### config.mk
export PLATFORM = sky130hd
export DESIGN_NAME = trcps_regs
export DESIGN_NICKNAME = d
export VERILOG_FILES = /design/src/logic/trcps_pkg.sv /design/src/logic/trcps_regs.sv /design/src/logic/trcps_idrom.sv /design/src/logic/trcps_sticky.sv
export SDC_FILE = /design/constraint.sdc
export NUM_CORES = 1
export LEC_CHECK = 0
export BUFFER_PORTS_ARGS = -buffer_cell sky130_fd_sc_hd__clkbuf_2
export CAP_MARGIN = 20
export CORE_ASPECT_RATIO = 1.25
export CORE_MARGIN = 5
export CORE_UTILIZATION = 44
export DETAILED_ROUTE_END_ITERATION = 10
export PLACE_DENSITY = 0.76
export SLEW_MARGIN = 0
export SYNTH_ARGS = -nofsm -noshare
export SYNTH_HDL_FRONTEND = slang
export SYNTH_HIERARCHICAL = 1
export SYNTH_SLANG_ARGS = --single-unit
### constraint.sdc
create_clock -name clk -period 1.7 [get_ports clk]
set_input_delay 0.34 -clock clk [delete_from_list [all_inputs] [get_ports clk]]
set_output_delay 0.34 -clock clk [all_outputs]
set_load 0.02 [all_outputs]
### src/logic/trcps_pkg.sv
package trcps_pkg;

   // ----------------------------------------------------------------
   // Register word indexes on the access port
   // ----------------------------------------------------------------
   localparam int ADDR_W = 10;
   localparam logic [ADDR_W-1:0] IDX_PDSR = 10'h000;
   localparam logic [ADDR_W-1:0] IDX_PID0 = 10'h001;
   localparam logic [ADDR_W-1:0] IDX_PID1 = 10'h002;
   localparam logic [ADDR_W-1:0] IDX_TRACE_LO = 10'h100;

   // ----------------------------------------------------------------
   // Field layout
   // ----------------------------------------------------------------
   localparam int DATA_W = 32;
   localparam int PDSR_POWER_BIT = 0;
   localparam int PDSR_STICKY_BIT = 1;
   localparam int PID_W = 8;
   localparam int PART_W = 12;
   localparam int DES0_W = 4;
   localparam logic [DATA_W-1:0] ZERO_WORD = 32'h0000_0000;

   // ----------------------------------------------------------------
   // Reset values
   // ----------------------------------------------------------------
   localparam logic STICKY_RST = 1'b1;
   localparam logic LOST_RST = 1'b1;

   // ----------------------------------------------------------------
   // Implementer identity values (arbitrary)
   // ----------------------------------------------------------------
   localparam logic [PART_W-1:0] PART_NUM_DFLT = 12'h5A3;
   localparam logic [DES0_W-1:0] DES0_DFLT = 4'h6;

   // ----------------------------------------------------------------
   // State encodings
   // ----------------------------------------------------------------
   typedef enum logic [1:0]
   {
      ACC_IDLE = 2'b00,
      ACC_FWD = 2'b01,
      ACC_RESP = 2'b11
   } trcps_acc_t;

   typedef enum logic
   {
      PWR_OFF = 1'b0,
      PWR_ON = 1'b1
   } trcps_pwr_t;

endpackage : trcps_pkg

### src/logic/trcps_regs.sv
`timescale 1ns/1ps
module trcps_regs
   import trcps_pkg::*;
#(
   parameter logic [PART_W-1:0] PART_NUM = PART_NUM_DFLT, // Arbitrary
   parameter logic [DES0_W-1:0] DES0 = DES0_DFLT // Arbitrary
)
(
   input wire logic clk, // Clock, 100 MHz
   input wire logic rst, // Trace unit reset
   input wire logic pwr_good, // Core domain power good
   input wire logic state_lost, // Contents lost while off
   input wire logic sw_lock_locked, // Software lock state
   input wire logic acc_req, // Access request
   input wire logic acc_memmap, // 1 memory-mapped access
   input wire logic acc_sysreg, // 1 system-register access
   input wire logic acc_write, // 1 write, 0 read
   input wire logic [trcps_pkg::ADDR_W-1:0] acc_addr, // Word index
   input wire logic [trcps_pkg::DATA_W-1:0] acc_wdata, // Write data
   output logic acc_ready, // Request can be taken
   output logic acc_ack, // Response valid
   output logic acc_err, // Error response
   output logic [trcps_pkg::DATA_W-1:0] acc_rdata, // Read data
   output logic trc_req, // Trace register request
   output logic trc_write, // Trace register write
   output logic [trcps_pkg::ADDR_W-1:0] trc_addr, // Trace index
   output logic [trcps_pkg::DATA_W-1:0] trc_wdata, // Trace write data
   input wire logic trc_ack, // Trace register done
   input wire logic trc_err, // Trace register error
   input wire logic [trcps_pkg::DATA_W-1:0] trc_rdata, // Trace read data
   output logic power_flag, // Power status
   output logic sticky_flag // Sticky power-down flag
);
   import trcps_pkg::*;

   // ----------------------------------------------------------------
   // State
   // ----------------------------------------------------------------
   typedef struct packed
   {
      trcps_acc_t st;
      logic [DATA_W-1:0] rdata;
      logic err;
      logic from_rom;
      logic was_ident;
      logic was_sel1;
      logic trc_write;
      logic [ADDR_W-1:0] trc_addr;
      logic [DATA_W-1:0] trc_wdata;
   } trcps_regs_t;

   trcps_regs_t r_ff;
   trcps_regs_t nxt_r;

   logic take;
   logic hit_pdsr;
   logic hit_ident;
   logic hit_trace;
   logic clr_req;
   logic rom_en;
   logic [PID_W-1:0] rom_q;
   logic [DATA_W-1:0] pdsr_word;

   // ----------------------------------------------------------------
   // Decode
   // ----------------------------------------------------------------
   assign acc_ready = (r_ff.st == ACC_IDLE);
   assign take = acc_req && acc_ready;
   assign hit_pdsr = (acc_addr == IDX_PDSR);
   assign hit_ident = (acc_addr == IDX_PID0) || (acc_addr == IDX_PID1);
   assign hit_trace = (acc_addr >= IDX_TRACE_LO);
   assign rom_en = take && hit_ident && !acc_write && !acc_sysreg;

   // No read-clear under a memory-mapped lock or with the domain off
   assign clr_req = take && hit_pdsr && !acc_write && power_flag
                    && !(acc_memmap && sw_lock_locked);

   always_comb
   begin
      pdsr_word = ZERO_WORD;
      pdsr_word[PDSR_POWER_BIT] = power_flag;
      pdsr_word[PDSR_STICKY_BIT] = sticky_flag;
   end

   // ----------------------------------------------------------------
   // Access sequencing
   // ----------------------------------------------------------------
   always_comb
   begin
      nxt_r = r_ff;
      unique case (r_ff.st)
         ACC_IDLE:
         begin
            if (take)
            begin
               nxt_r.st = ACC_RESP;
               nxt_r.rdata = ZERO_WORD;
               nxt_r.err = 1'b0;
               nxt_r.from_rom = 1'b0;
               nxt_r.was_ident = 1'b0;
               nxt_r.was_sel1 = (acc_addr == IDX_PID1);
               if (hit_pdsr)
               begin
                  // Writes to the status word are ignored
                  if (!acc_write)
                     nxt_r.rdata = pdsr_word;
               end
               else if (hit_ident)
               begin
                  nxt_r.was_ident = 1'b1;
                  nxt_r.err = acc_sysreg;
                  nxt_r.from_rom = !acc_write && !acc_sysreg;
               end
               else if (hit_trace)
               begin
                  if (power_flag)
                  begin
                     nxt_r.st = ACC_FWD;
                     nxt_r.trc_write = acc_write;
                     nxt_r.trc_addr = acc_addr;
                     nxt_r.trc_wdata = acc_wdata;
                  end
                  else
                     nxt_r.err = 1'b1;
               end
               else
                  nxt_r.err = 1'b1;
            end
         end
         ACC_FWD:
         begin
            if (trc_ack)
            begin
               nxt_r.st = ACC_RESP;
               nxt_r.err = trc_err;
               nxt_r.rdata = trc_write ? ZERO_WORD : trc_rdata;
            end
            else if (!power_flag)
            begin
               // Domain dropped mid-access: end it with an error
               nxt_r.st = ACC_RESP;
               nxt_r.err = 1'b1;
            end
         end
         ACC_RESP:
            nxt_r.st = ACC_IDLE;
         default:
            nxt_r.st = ACC_IDLE;
      endcase
   end

   always_ff @(posedge clk)
   begin
      if (rst)
         r_ff <= '0;
      else
         r_ff <= nxt_r;
   end

   // ----------------------------------------------------------------
   // Outputs
   // ----------------------------------------------------------------
   assign acc_ack = (r_ff.st == ACC_RESP);
   assign acc_err = acc_ack && r_ff.err;
   assign acc_rdata = !acc_ack ? ZERO_WORD
                    : r_ff.from_rom ? {{(DATA_W-PID_W){1'b0}}, rom_q}
                    : r_ff.rdata;
   assign trc_req = (r_ff.st == ACC_FWD);
   assign trc_write = r_ff.trc_write;
   assign trc_addr = r_ff.trc_addr;
   assign trc_wdata = r_ff.trc_wdata;

   // ----------------------------------------------------------------
   // Submodules
   // ----------------------------------------------------------------
   trcps_sticky i_trcps_sticky
   (
      .clk(clk),
      .rst(rst),
      .pwr_good(pwr_good),
      .state_lost(state_lost),
      .clr_req(clr_req),
      .power_flag(power_flag),
      .sticky_flag(sticky_flag)
   );

   trcps_idrom #(
      .PART_NUM(PART_NUM),
      .DES0(DES0)
   ) i_trcps_idrom
   (
      .clk(clk),
      .rst(rst),
      .rd_en(rom_en),
      .rd_sel(acc_addr == IDX_PID1),
      .rd_data(rom_q)
   );

   // ----------------------------------------------------------------
   // Checks
   // ----------------------------------------------------------------
   property p_clr_after_read;
      @(posedge clk) disable iff (rst)
      clr_req |=> (!sticky_flag || !power_flag);
   endproperty
   a_clr_after_read: assert property (p_clr_after_read)
      else $error("sticky flag not cleared after status read");

   property p_no_clr_locked;
      @(posedge clk) disable iff (rst)
      (take && hit_pdsr && !acc_write && acc_memmap && sw_lock_locked
         && pwr_good && power_flag) |=> $stable(sticky_flag);
   endproperty
   a_no_clr_locked: assert property (p_no_clr_locked)
      else $error("locked memory-mapped read cleared sticky flag");

   property p_ident_hi_zero;
      @(posedge clk) disable iff (rst)
      (acc_ack && r_ff.was_ident) |-> (acc_rdata[DATA_W-1:PID_W] == '0);
   endproperty
   a_ident_hi_zero: assert property (p_ident_hi_zero)
      else $error("ident upper bits not zero");

   property p_ident_part;
      @(posedge clk) disable iff (rst)
      (take && (acc_addr == IDX_PID0) && !acc_write && !acc_sysreg)
         |=> acc_ack && (acc_rdata[PID_W-1:0] == PART_NUM[PID_W-1:0]);
   endproperty
   a_ident_part: assert property (p_ident_part)
      else $error("ident zero does not hold part number low byte");

   property p_ident_part_hi;
      @(posedge clk) disable iff (rst)
      (take && (acc_addr == IDX_PID1) && !acc_write && !acc_sysreg)
         |=> (acc_rdata[PID_W-1:0] == {DES0, PART_NUM[PART_W-1:PID_W]});
   endproperty
   a_ident_part_hi: assert property (p_ident_part_hi)
      else $error("ident one does not hold part number top nibble");

   property p_sysreg_err;
      @(posedge clk) disable iff (rst)
      (take && hit_ident && acc_sysreg) |=> (acc_ack && acc_err);
   endproperty
   a_sysreg_err: assert property (p_sysreg_err)
      else $error("system-register ident access not refused");

   property p_ident_write;
      @(posedge clk) disable iff (rst)
      (take && hit_ident && acc_write && !acc_sysreg)
         |=> (acc_ack && !acc_err && acc_rdata == ZERO_WORD);
   endproperty
   a_ident_write: assert property (p_ident_write)
      else $error("ident write not ignored");

   property p_unpowered_err;
      @(posedge clk) disable iff (rst)
      (take && hit_trace && !power_flag) |=> (acc_ack && acc_err && !trc_req);
   endproperty
   a_unpowered_err: assert property (p_unpowered_err)
      else $error("trace access while unpowered not errored");

   property p_pdsr_word;
      @(posedge clk) disable iff (rst)
      (take && hit_pdsr && !acc_write) |=> acc_ack && !acc_err
         && (acc_rdata == {{(DATA_W-2){1'b0}}, $past(sticky_flag),
                           $past(power_flag)});
   endproperty
   a_pdsr_word: assert property (p_pdsr_word)
      else $error("status word does not show the flags");

   property p_fwd_req;
      @(posedge clk) disable iff (rst)
      (take && hit_trace && power_flag)
         |=> trc_req && !acc_ack && (trc_addr == $past(acc_addr));
   endproperty
   a_fwd_req: assert property (p_fwd_req)
      else $error("powered trace access not forwarded");

   property p_rom_sel;
      @(posedge clk) disable iff (rst)
      (acc_ack && r_ff.from_rom && r_ff.was_sel1)
         |-> (acc_rdata[PID_W-1:0] == {DES0, PART_NUM[PART_W-1:PID_W]});
   endproperty
   a_rom_sel: assert property (p_rom_sel)
      else $error("ident one byte not selected");

   property p_drop_err;
      @(posedge clk) disable iff (rst)
      (trc_req && !trc_ack && !power_flag) |=> (acc_ack && acc_err);
   endproperty
   a_drop_err: assert property (p_drop_err)
      else $error("forward not ended with error after power loss");

endmodule : trcps_regs

### src/logic/trcps_idrom.sv
`timescale 1ns/1ps
module trcps_idrom
   import trcps_pkg::*;
#(
   parameter logic [PART_W-1:0] PART_NUM = PART_NUM_DFLT,
   parameter logic [DES0_W-1:0] DES0 = DES0_DFLT
)
(
   input wire logic clk, // Clock
   input wire logic rst, // Sync reset
   input wire logic rd_en, // Read strobe
   input wire logic rd_sel, // 0 ident zero, 1 ident one
   output logic [trcps_pkg::PID_W-1:0] rd_data // Registered byte
);
   import trcps_pkg::*;

   typedef struct packed
   {
      logic [PID_W-1:0] q;
   } trcps_rom_t;

   trcps_rom_t rom_ff;
   trcps_rom_t nxt_rom;

   always_comb
   begin
      nxt_rom = rom_ff;
      if (rd_en)
      begin
         // Low part number byte, then designer nibble and high part
         nxt_rom.q = rd_sel ? {DES0, PART_NUM[PART_W-1:PID_W]}
                            : PART_NUM[PID_W-1:0];
      end
   end

   always_ff @(posedge clk)
   begin
      if (rst)
         rom_ff <= '0;
      else
         rom_ff <= nxt_rom;
   end

   assign rd_data = rom_ff.q;

endmodule : trcps_idrom

### src/logic/trcps_sticky.sv
`timescale 1ns/1ps
module trcps_sticky
   import trcps_pkg::*;
(
   input wire logic clk, // Clock
   input wire logic rst, // Trace unit reset
   input wire logic pwr_good, // Core domain powered
   input wire logic state_lost, // Contents lost while off
   input wire logic clr_req, // Read-clear pulse
   output logic power_flag, // Registered power status
   output logic sticky_flag // Registered sticky flag
);
   import trcps_pkg::*;

   typedef struct packed
   {
      trcps_pwr_t mode;
      logic sticky;
      logic saved;
      logic lost;
   } trcps_stk_t;

   trcps_stk_t s_ff;
   trcps_stk_t nxt_s;

   always_comb
   begin
      nxt_s = s_ff;
      if (pwr_good)
      begin
         if (s_ff.mode == PWR_OFF)
         begin
            // Power back: lost forces 1, retained restores old value
            nxt_s.mode = PWR_ON;
            nxt_s.sticky = (s_ff.lost | state_lost) ? 1'b1
                                                    : s_ff.saved;
            nxt_s.lost = 1'b0;
         end
         else if (clr_req)
            nxt_s.sticky = 1'b0;
      end
      else
      begin
         if (s_ff.mode == PWR_ON)
         begin
            nxt_s.mode = PWR_OFF;
            nxt_s.saved = s_ff.sticky;
         end
         // Off: show 1 once loss is known, 0 while unknown
         nxt_s.lost = s_ff.lost | state_lost;
         nxt_s.sticky = s_ff.lost | state_lost;
      end
   end

   always_ff @(posedge clk)
   begin
      if (rst)
      begin
         s_ff.mode <= PWR_OFF;
         s_ff.sticky <= STICKY_RST;
         s_ff.saved <= STICKY_RST;
         s_ff.lost <= LOST_RST;
      end
      else
         s_ff <= nxt_s;
   end

   assign power_flag = (s_ff.mode == PWR_ON);
   assign sticky_flag = s_ff.sticky;

   // ----------------------------------------------------------------
   // Checks
   // ----------------------------------------------------------------
   property p_rst_sets;
      @(posedge clk) rst |=> sticky_flag;
   endproperty
   a_rst_sets: assert property (p_rst_sets)
      else $error("sticky flag not set by reset");

   property p_lost_return;
      @(posedge clk) disable iff (rst)
      (!power_flag && s_ff.lost && pwr_good) |=> (sticky_flag && power_flag);
   endproperty
   a_lost_return: assert property (p_lost_return)
      else $error("sticky flag not forced after lost state");

   property p_retain_restore;
      @(posedge clk) disable iff (rst)
      (!power_flag && !s_ff.lost && !state_lost && pwr_good)
         |=> (sticky_flag == $past(s_ff.saved)) && power_flag;
   endproperty
   a_retain_restore: assert property (p_retain_restore)
      else $error("sticky flag not restored after retention");

   property p_off_shows_lost;
      @(posedge clk) disable iff (rst)
      (!pwr_good && state_lost) |=> (sticky_flag && !power_flag);
   endproperty
   a_off_shows_lost: assert property (p_off_shows_lost)
      else $error("known loss not shown while off");

   property p_power_follows;
      @(posedge clk) disable iff (rst)
      $rose(pwr_good) |-> !power_flag ##1 power_flag;
   endproperty
   a_power_follows: assert property (p_power_follows)
      else $error("power flag does not follow power good");

endmodule : trcps_sticky

==> results of run 1 <==
==> what timing repair did <==
action | 4_1_cts | 5_1_grt
gates resized for setup | 89 | 39
endpoints found under the setup margin | 36 | 68
cloned | 4 | 0
pin swaps | 20 | 8
buffers inserted | 4 | 1
==> cell families after synthesis <==
| kind of cell | count (synthesis) | synth area share |
|---|---|---|
| AOI/OAI and AO/OA | 167 | 0.2115 |
| and+or+nand+nor | 142 | 0.1972 |
| buffers and inverters | 99 | 0.1477 |
| DFF | 86 | 0.4099 |
| muxes | 12 | 0.03068 |
| xor gates and xnor gates | 1 | 0.002086 |
| other | 1 | 0.0008928 |
==> through the flow <==
stage	TNS (ns)	util	area (µm²)
detailed placement	-0.1321	0.5310	4897
global placement	-0.09654	0.5310	4897
floorplan	0	-	4205
global route	-2.843	0.6138	5660
CTS	-2.150	0.6049	5579
finish	-1.271	0.6138	5660
==> cell type report <==
type / instances / area (µm²) / share of cell area
tap: 123 / 153.9 / 0.02719
clock buffer: 13 / 260.3 / 0.04598
timing repair buffer: 206 / 1471 / 0.2599
multi-input combinational: 324 / 1986 / 0.3508
sequential: 86 / 1732 / 0.3059
clock inverter: 3 / 42.54 / 0.007515
inverter: 4 / 15.01 / 0.002653
==> worst reg2reg max path, stage by stage (launching register included) <==
cell and delay [ns]:
dfxtp_4 0.34, buf_4 0.15, nor3b_4 0.23, nand4_1 0.13, a21oi_1 0.14, and4b_2 0.23
or3_1 0.31
==> cells in the mapped netlist, types with 2 or more instances <==
| library cell | number | area (µm²) |
|---|---|---|
| or3_1 | 2 | 12.51 |
| and2_1 | 25 | 156.4 |
| a211oi_1 | 5 | 37.54 |
| nand3_1 | 44 | 220.2 |
| o21ai_0 | 17 | 85.08 |
| mux2i_1 | 10 | 100.1 |
| buf_4 | 53 | 397.9 |
| o21bai_1 | 2 | 15.01 |
| a21oi_1 | 80 | 400.4 |
| inv_1 | 4 | 15.01 |
| nor2_1 | 19 | 71.32 |
| nand4_1 | 32 | 200.2 |
| o21ai_1 | 56 | 280.3 |
| buf_2 | 13 | 65.06 |
| nor3b_1 | 2 | 15.01 |
| nor4b_1 | 3 | 26.28 |
| nor4_2 | 2 | 25.02 |
| clkbuf_1 | 24 | 90.09 |
| dfxtp_1 | 86 | 1722 |
| buf_6 | 4 | 45.04 |
| nor3b_2 | 2 | 25.02 |
==> how the worst max path moves through the flow <==
| stage | startpoint | end | slack [ns] | depth (start not counted) |
|---|---|---|---|---|
| finish | r_ff[79] | acc_rdata[17] | -0.06 | 6 |
| global route | r_ff[79] | acc_rdata[30] | -0.13 | 6 |
| CTS | r_ff[79] | acc_rdata[16] | -0.1 | 6 |
| detailed placement | acc_addr[9] | i_trcps_sticky/sticky_flag | -0.13 | 7 |
| global placement | acc_addr[9] | i_trcps_sticky/sticky_flag | -0.1 | 7 |
| floorplan | r_ff[80] | i_trcps_idrom/rd_data[6] | 0.02 | 6 |
==> report_power, final <==
group          total (W)  internal (W)  switching [W]
Sequential       0.00212       0.00208      0.0000393
Combinational   0.000722      0.000277       0.000445
Clock            0.00197       0.00122       0.000755
Total            0.00481       0.00357        0.00124
==> layer usage <==
metal | up-vias | GRT usage
met5 | - | 0
met4 | 0 | 0.09697
met3 | 31 | 0.04561
met2 | 215 | 0.3739
met1 | 1993 | 0.2494
li1 | 2010 | -
==> flip-flops by register name, summed over array words and instances (netlist names) <==
signal / count
r_ff: 36
trc_wdata: 32
trc_addr: 10
i_trcps_idrom/rd_data: 3
i_trcps_sticky/s_ff: 2
i_trcps_sticky/power_flag: 1
i_trcps_sticky/sticky_flag: 1
trc_write: 1
==> summary.md, run 1 <==
| Metric | Value |
|---|---|
| Run status | finished with violations |
| Violated checks | negative setup slack |
| Most common cell on crit path | buf_6 |
| CTS H-Tree Depth | 3 |
| Post-synthesis sequential area ratio | 0.4099 |
| Vias in the first global route | 4221 |
| DP Wirelength | 8636 µm |
| Die width | 97.39 µm |
| PnR worst setup slack | -0.06238 ns |
| Yosys warning count | 6 |
| Hold buffers post-CTS | 0 |
| Worst hold endpoint | trc_wdata[24] |
| Layout Nets | 716 |
| R2r setup slk | 0.04 ns |
| Hold_ws | 0.2421 ns |
| Post-route ant nets | 0 |
| Clock buffer count from CTS | 9 |
| Clock skew | 0.004357 ns |
| Critical Path AT | 1.42 ns |
| Ports | 166 |
| Final Hold Vio Count | 0 |
| RSZ-0062 raised after global routing | true |
| TritonCTS clock tree | done |
| Pleak | 2.313 nW |
| Maximum number of pins on one net before global-route repair | 47 |
| CTS Root Cell | clkbuf_16 |
| Cells after synthesis | 508 |
| HP Class | input pin to flop |
| Full die area | 11610 µm² |
| Starting Density | 0.4554 |
| Final setup viols | 25 |
| Maximum fanout along the worst path | 6 |
| Remaining global-route overflow | 0 |
| Max layer used | met4 |
| VDD IR-drop max | 540.9 µV |
| Period utilization | 1.037 |
| Antenna violations before repair | 0 |
| Crit-path cells | buf_6 > nand2_4 > nor2_4 > buf_6 > and2_4 > buf_8 |
| CTS clk-pin slew, worst paths | 0.06 ns |
| Routability Congestion | 0.8462 |
| Clock period minus worst slack | 1.762 ns |
| Worst R2R End | i_trcps_sticky/sticky_flag |
| Most frequent cells in the layout | clkbuf_2 (138), dfxtp_1 (82), a21oi_1 (80), o21ai_1 (56), nand3_1 (44) |
| Slowest CP cell | dfxtp_4 |
| DP Worst Slack | -0.1269 ns |
| Fill cells | 777 |
| Final Power | 0.004812 W |
| Library cells used by synthesis | 44 |
| Drt drc | 0 |
| Met2 wire len | 6678 µm |
| Row cnt | 39 |
| I/O Buffers | 165 |
| Crit-path leading delay family | simple AND/OR/NAND/NOR gates |
| Global-route wire length before repair | 20710 µm |
| Drt pass-1 iters | 4 |
| Avg WL per Cell | 17.27 µm |
| GRT Util Overall | 0.2137 |
| PD cells | 850.1 nW/µm² |
| Share of cells above drive strength 1 | 0.4198 |
| Inst Count DP | 735 |
| Number of synthesized flops with an enable pin | 0 |
| Worst Path Buf+Inv | 3 |
| Diode count | 0 |
| Non-Filler Instances | 759 |
| Synth Area per Inst | 8.268 µm² |
| Via count | 4249 |
| #FFs+latches synth | 86 |
| FF-to-FF Start | r_ff[79] |
| Max Cap Viol | 0 |
| Num Clock Sinks | 86 |
| Most used DFF post-synth | dfxtp_1 |
| Synthesized cell area | 4200 µm² |
| Slew Viols, Final | 0 |
| Chip height | 119.2 µm |
| Met1 wire length | 5047 µm |
| Max Fclk | 0.5674 GHz |
| Clock buffer depth | 2 |
| Hold depth | 3 |
| Worst Reg-to-Reg Cells | 6 |
| Final wirelength | 13110 µm |
| Critical path data required time | 1.36 ns |
| Startpoint types | flop |
| DR vias/cell | 5.598 |
| WL met3 | 996 µm |
| CP Capture Type | primary output |
| Hold Startpoint | acc_wdata[24] |
| Drt initial violations | 211 |
| Core ar. | 9223 µm² |
| Async SR Flop Fraction | 0 |
| Area added between synthesis and finish | 34.76% |
| Max stage delay on crit path | 0.35 ns |
| Commonest non-fill, non-tap cell in the layout | clkbuf_2 |
| Crit path kind | flop to primary output |
| Clock Latency Late Sink | 0.33 ns |
Power figures use the tool's default switching activity.
==> run 2, diff against run 1 <==
--- a/config.mk
+++ b/config.mk
@@ -12,6 +12,7 @@
 export CORE_UTILIZATION = 44
 export DETAILED_ROUTE_END_ITERATION = 10
 export PLACE_DENSITY = 0.76
+export REMOVE_ABC_BUFFERS = 1
 export SLEW_MARGIN = 0
 export SYNTH_ARGS = -nofsm -noshare
 export SYNTH_HDL_FRONTEND = slang
==> run 2 against run 1 <==
The flow now finishes without violations. Clock power up 22%. First-iteration DRC count down 6.2%. Die area unchanged. Worst setup slack better by 0.095 ns. Sequential share of layout area up 0.75 points. Cell area down 2.5%. Total power up 8.4%. Via count down 3.1%. Worst hold slack worse by 0.00076 ns. Register-to-register slack better by 0.11 ns. Routed wire length down 6.5%. Count of clock-buffer cells in the layout down 2. Critical path type unchanged. Highest routed layer unchanged.
==> summary.md, run 2 (synthesis results as in run 1) <==
| Metric | Value |
|---|---|
| PnR worst setup slack | 0.03308 ns (+0.09546 ns) |
| R2r setup slk | 0.15 ns (+0.11 ns) |
| Drt initial violations | 198 (-6.2%) |
| Share of cells above drive strength 1 | 0.3658 (-0.05400) |
| CTS clk-pin slew, worst paths | 0.06 ns (about the same) |
| Run status | finished clean |
| FF-to-FF Start | r_ff[80] |
| Final Power | 0.005216 W (+8.4%) |
| Clock Latency Late Sink | 0.33 ns (about the same) |
| Startpoint types | flop |
| Max Cap Viol | 0 (unchanged) |
| Drt pass-1 iters | 4 (unchanged) |
| Row cnt | 39 (unchanged) |
| Chip height | 119.2 µm (unchanged) |
| Clock buffer count from CTS | 9 (unchanged) |
| Most frequent cells in the layout | clkbuf_2 (137), dfxtp_1 (83), a21oi_1 (80), o21ai_1 (56), nand3_1 (44) |
| Global-route wire length before repair | 20130 µm (-2.8%) |
| Clock skew | 0.007209 ns (+0.002852 ns) |
| Hold buffers post-CTS | 0 (unchanged) |
| Fill cells | 799 (+2.8%) |
| Post-route cell area | 5520 µm² (-2.5%) |
| Antenna violations before repair | 0 (unchanged) |
| Worst hold endpoint | trc_wdata[31] |
| Period utilization | 0.9805 (-0.05615) |
| Maximum number of pins on one net before global-route repair | 47 (unchanged) |
| Post-route ant nets | 0 (unchanged) |
| Maximum fanout along the worst path | 24 (+18) |
| Worst Reg-to-Reg Cells | 6 (unchanged) |
| CP Capture Type | primary output |
| GRT Util Overall | 0.2054 (-0.008264) |
| Remaining global-route overflow | 0 (unchanged) |
| Final Hold Vio Count | 0 (unchanged) |
| DR vias/cell | 5.495 (-1.8%) |
| Die width | 97.39 µm (unchanged) |
| Routability Congestion | 0.7970 (-5.8%) |
| Commonest non-fill, non-tap cell in the layout | clkbuf_2 |
| RSZ-0062 raised after global routing | true |
| VDD IR-drop max | 576.6 µV (+6.6%) |
| Full die area | 11610 µm² (unchanged) |
| Clock buffer depth | 2 (unchanged) |
| Hold depth | 3 (unchanged) |
| Critical path data required time | 1.36 ns (about the same) |
| HP Class | input pin to flop |
| Final setup viols | 0 (-100%) |
| Reg with most FFs | r_ff |
| Via count | 4116 (-3.1%) |
| Final wirelength | 12260 µm (-6.5%) |
| DP Worst Slack | -0.09830 ns (+0.02857 ns) |
| Core ar. | 9223 µm² (unchanged) |
| Slew Viols, Final | 0 (unchanged) |
| Diode count | 0 (unchanged) |
| Vias in the first global route | 4170 (-1.2%) |
| Max Fclk | 0.5999 GHz (+5.7%) |
| Starting Density | 0.4554 (unchanged) |
| CTS H-Tree Depth | 3 (unchanged) |
| I/O Buffers | 165 (unchanged) |
| Crit path kind | flop to primary output |
| Pleak | 2.254 nW (-2.6%) |
| Max FFs per register | 36 (unchanged) |
| Worst R2R End | r_ff[61] |
| Critical Path AT | 1.33 ns (-0.09 ns) |
| Hold Startpoint | acc_wdata[31] |
| Layout Nets | 706 (-1.4%) |
| TritonCTS clock tree | done |
| Core Util, Final | 0.5986 (-0.01519) |
| Clock period minus worst slack | 1.667 ns (-0.09546 ns) |
| Ports | 166 (unchanged) |
| DP Wirelength | 8635 µm (about the same) |
| Drt drc | 0 (unchanged) |
| Avg WL per Cell | 16.36 µm (-5.2%) |
| Num Clock Sinks | 86 (unchanged) |
| Area added between synthesis and finish | 31.43% |
| CTS Root Cell | clkbuf_16 |
| Post-DP Area | 4911 µm² (+0.28%) |
| PD cells | 944.9 nW/µm² (+11%) |
[run 2: changes by cell type in the layout (fill, tap and decap cells not counted), sizes merged]
cell	delta
buf	-25
bufinv	+3
clkbuf	+13
clkinv	-1
clkinvlp	-1
inv	+1
[run 2: layout make-up]
| cell class | instances | area (µm²) | area share |
|---|---|---|---|
| Multi-Input combinational cell | 324 | 1897 | 0.3436 |
| Sequential cell | 86 | 1730 | 0.3135 |
| Timing Repair Buffer | 196 | 1353 | 0.2450 |
| Clock buffer | 11 | 242.7 | 0.04397 |
| Tap cell | 123 | 153.9 | 0.02788 |
| Clock inverter | 5 | 128.9 | 0.02335 |
| Inverter | 4 | 15.01 | 0.002720 |
[run 2: power breakdown]
part           internal (W)  total [W]  switching (W)
sequential          0.00208    0.00211      0.0000371
clock               0.00163    0.00241       0.000782
combinational      0.000264   0.000689       0.000425
[run 2: stage by stage]
stage,TNS (ns),hold slack (ns),cells
after floorplan,-61.93,0.4067,414
after global placement,-0.1024,0.4515,732
after detailed placement,-0.1151,0.4621,732
after CTS,-0.07974,0.2278,748
after global routing,-0.4652,0.2369,749
final,0,0.2413,749
[run 2: repair_timing]
action,CTS,global route
endpoints found under the setup margin,32,32
gates resized for setup,50,18
setup buffers,0,1
hold endpoints to repair,0,0
[run 2: worst max path at each step]
stage                           start                          to  slack [ns]  cells after the start
after global routing         r_ff[79]                acc_rdata[3]       -0.05                      4
after detailed placement  acc_addr[3]  i_trcps_sticky/sticky_flag        -0.1                      7
after global placement    acc_addr[3]  i_trcps_sticky/sticky_flag       -0.07                      7
final                        r_ff[80]               acc_rdata[13]        0.03                      5
after floorplan              r_ff[80]  i_trcps_sticky/sticky_flag       -1.41                      5
after CTS                    r_ff[80]               acc_rdata[30]       -0.01                      5
[run 2: per-layer routing]
layer	track usage	routed length (µm)	share of wire	vias up
met5	0	0	0	-
met4	0.07100	175	0.014	0
met3	0.06140	1070	0.087	17
met2	0.3405	5870	0.48	181
met1	0.2545	5139	0.42	1928
li1	-	-	-	1990
[run 2: worst max-delay path, stage by stage (launching register included)]
cell and delay [ns]:
dfxtp_4 0.39, nand2_4 0.06, nor2_4 0.09, buf_12 0.15, and2_1 0.15, clkbuf_8 0.15
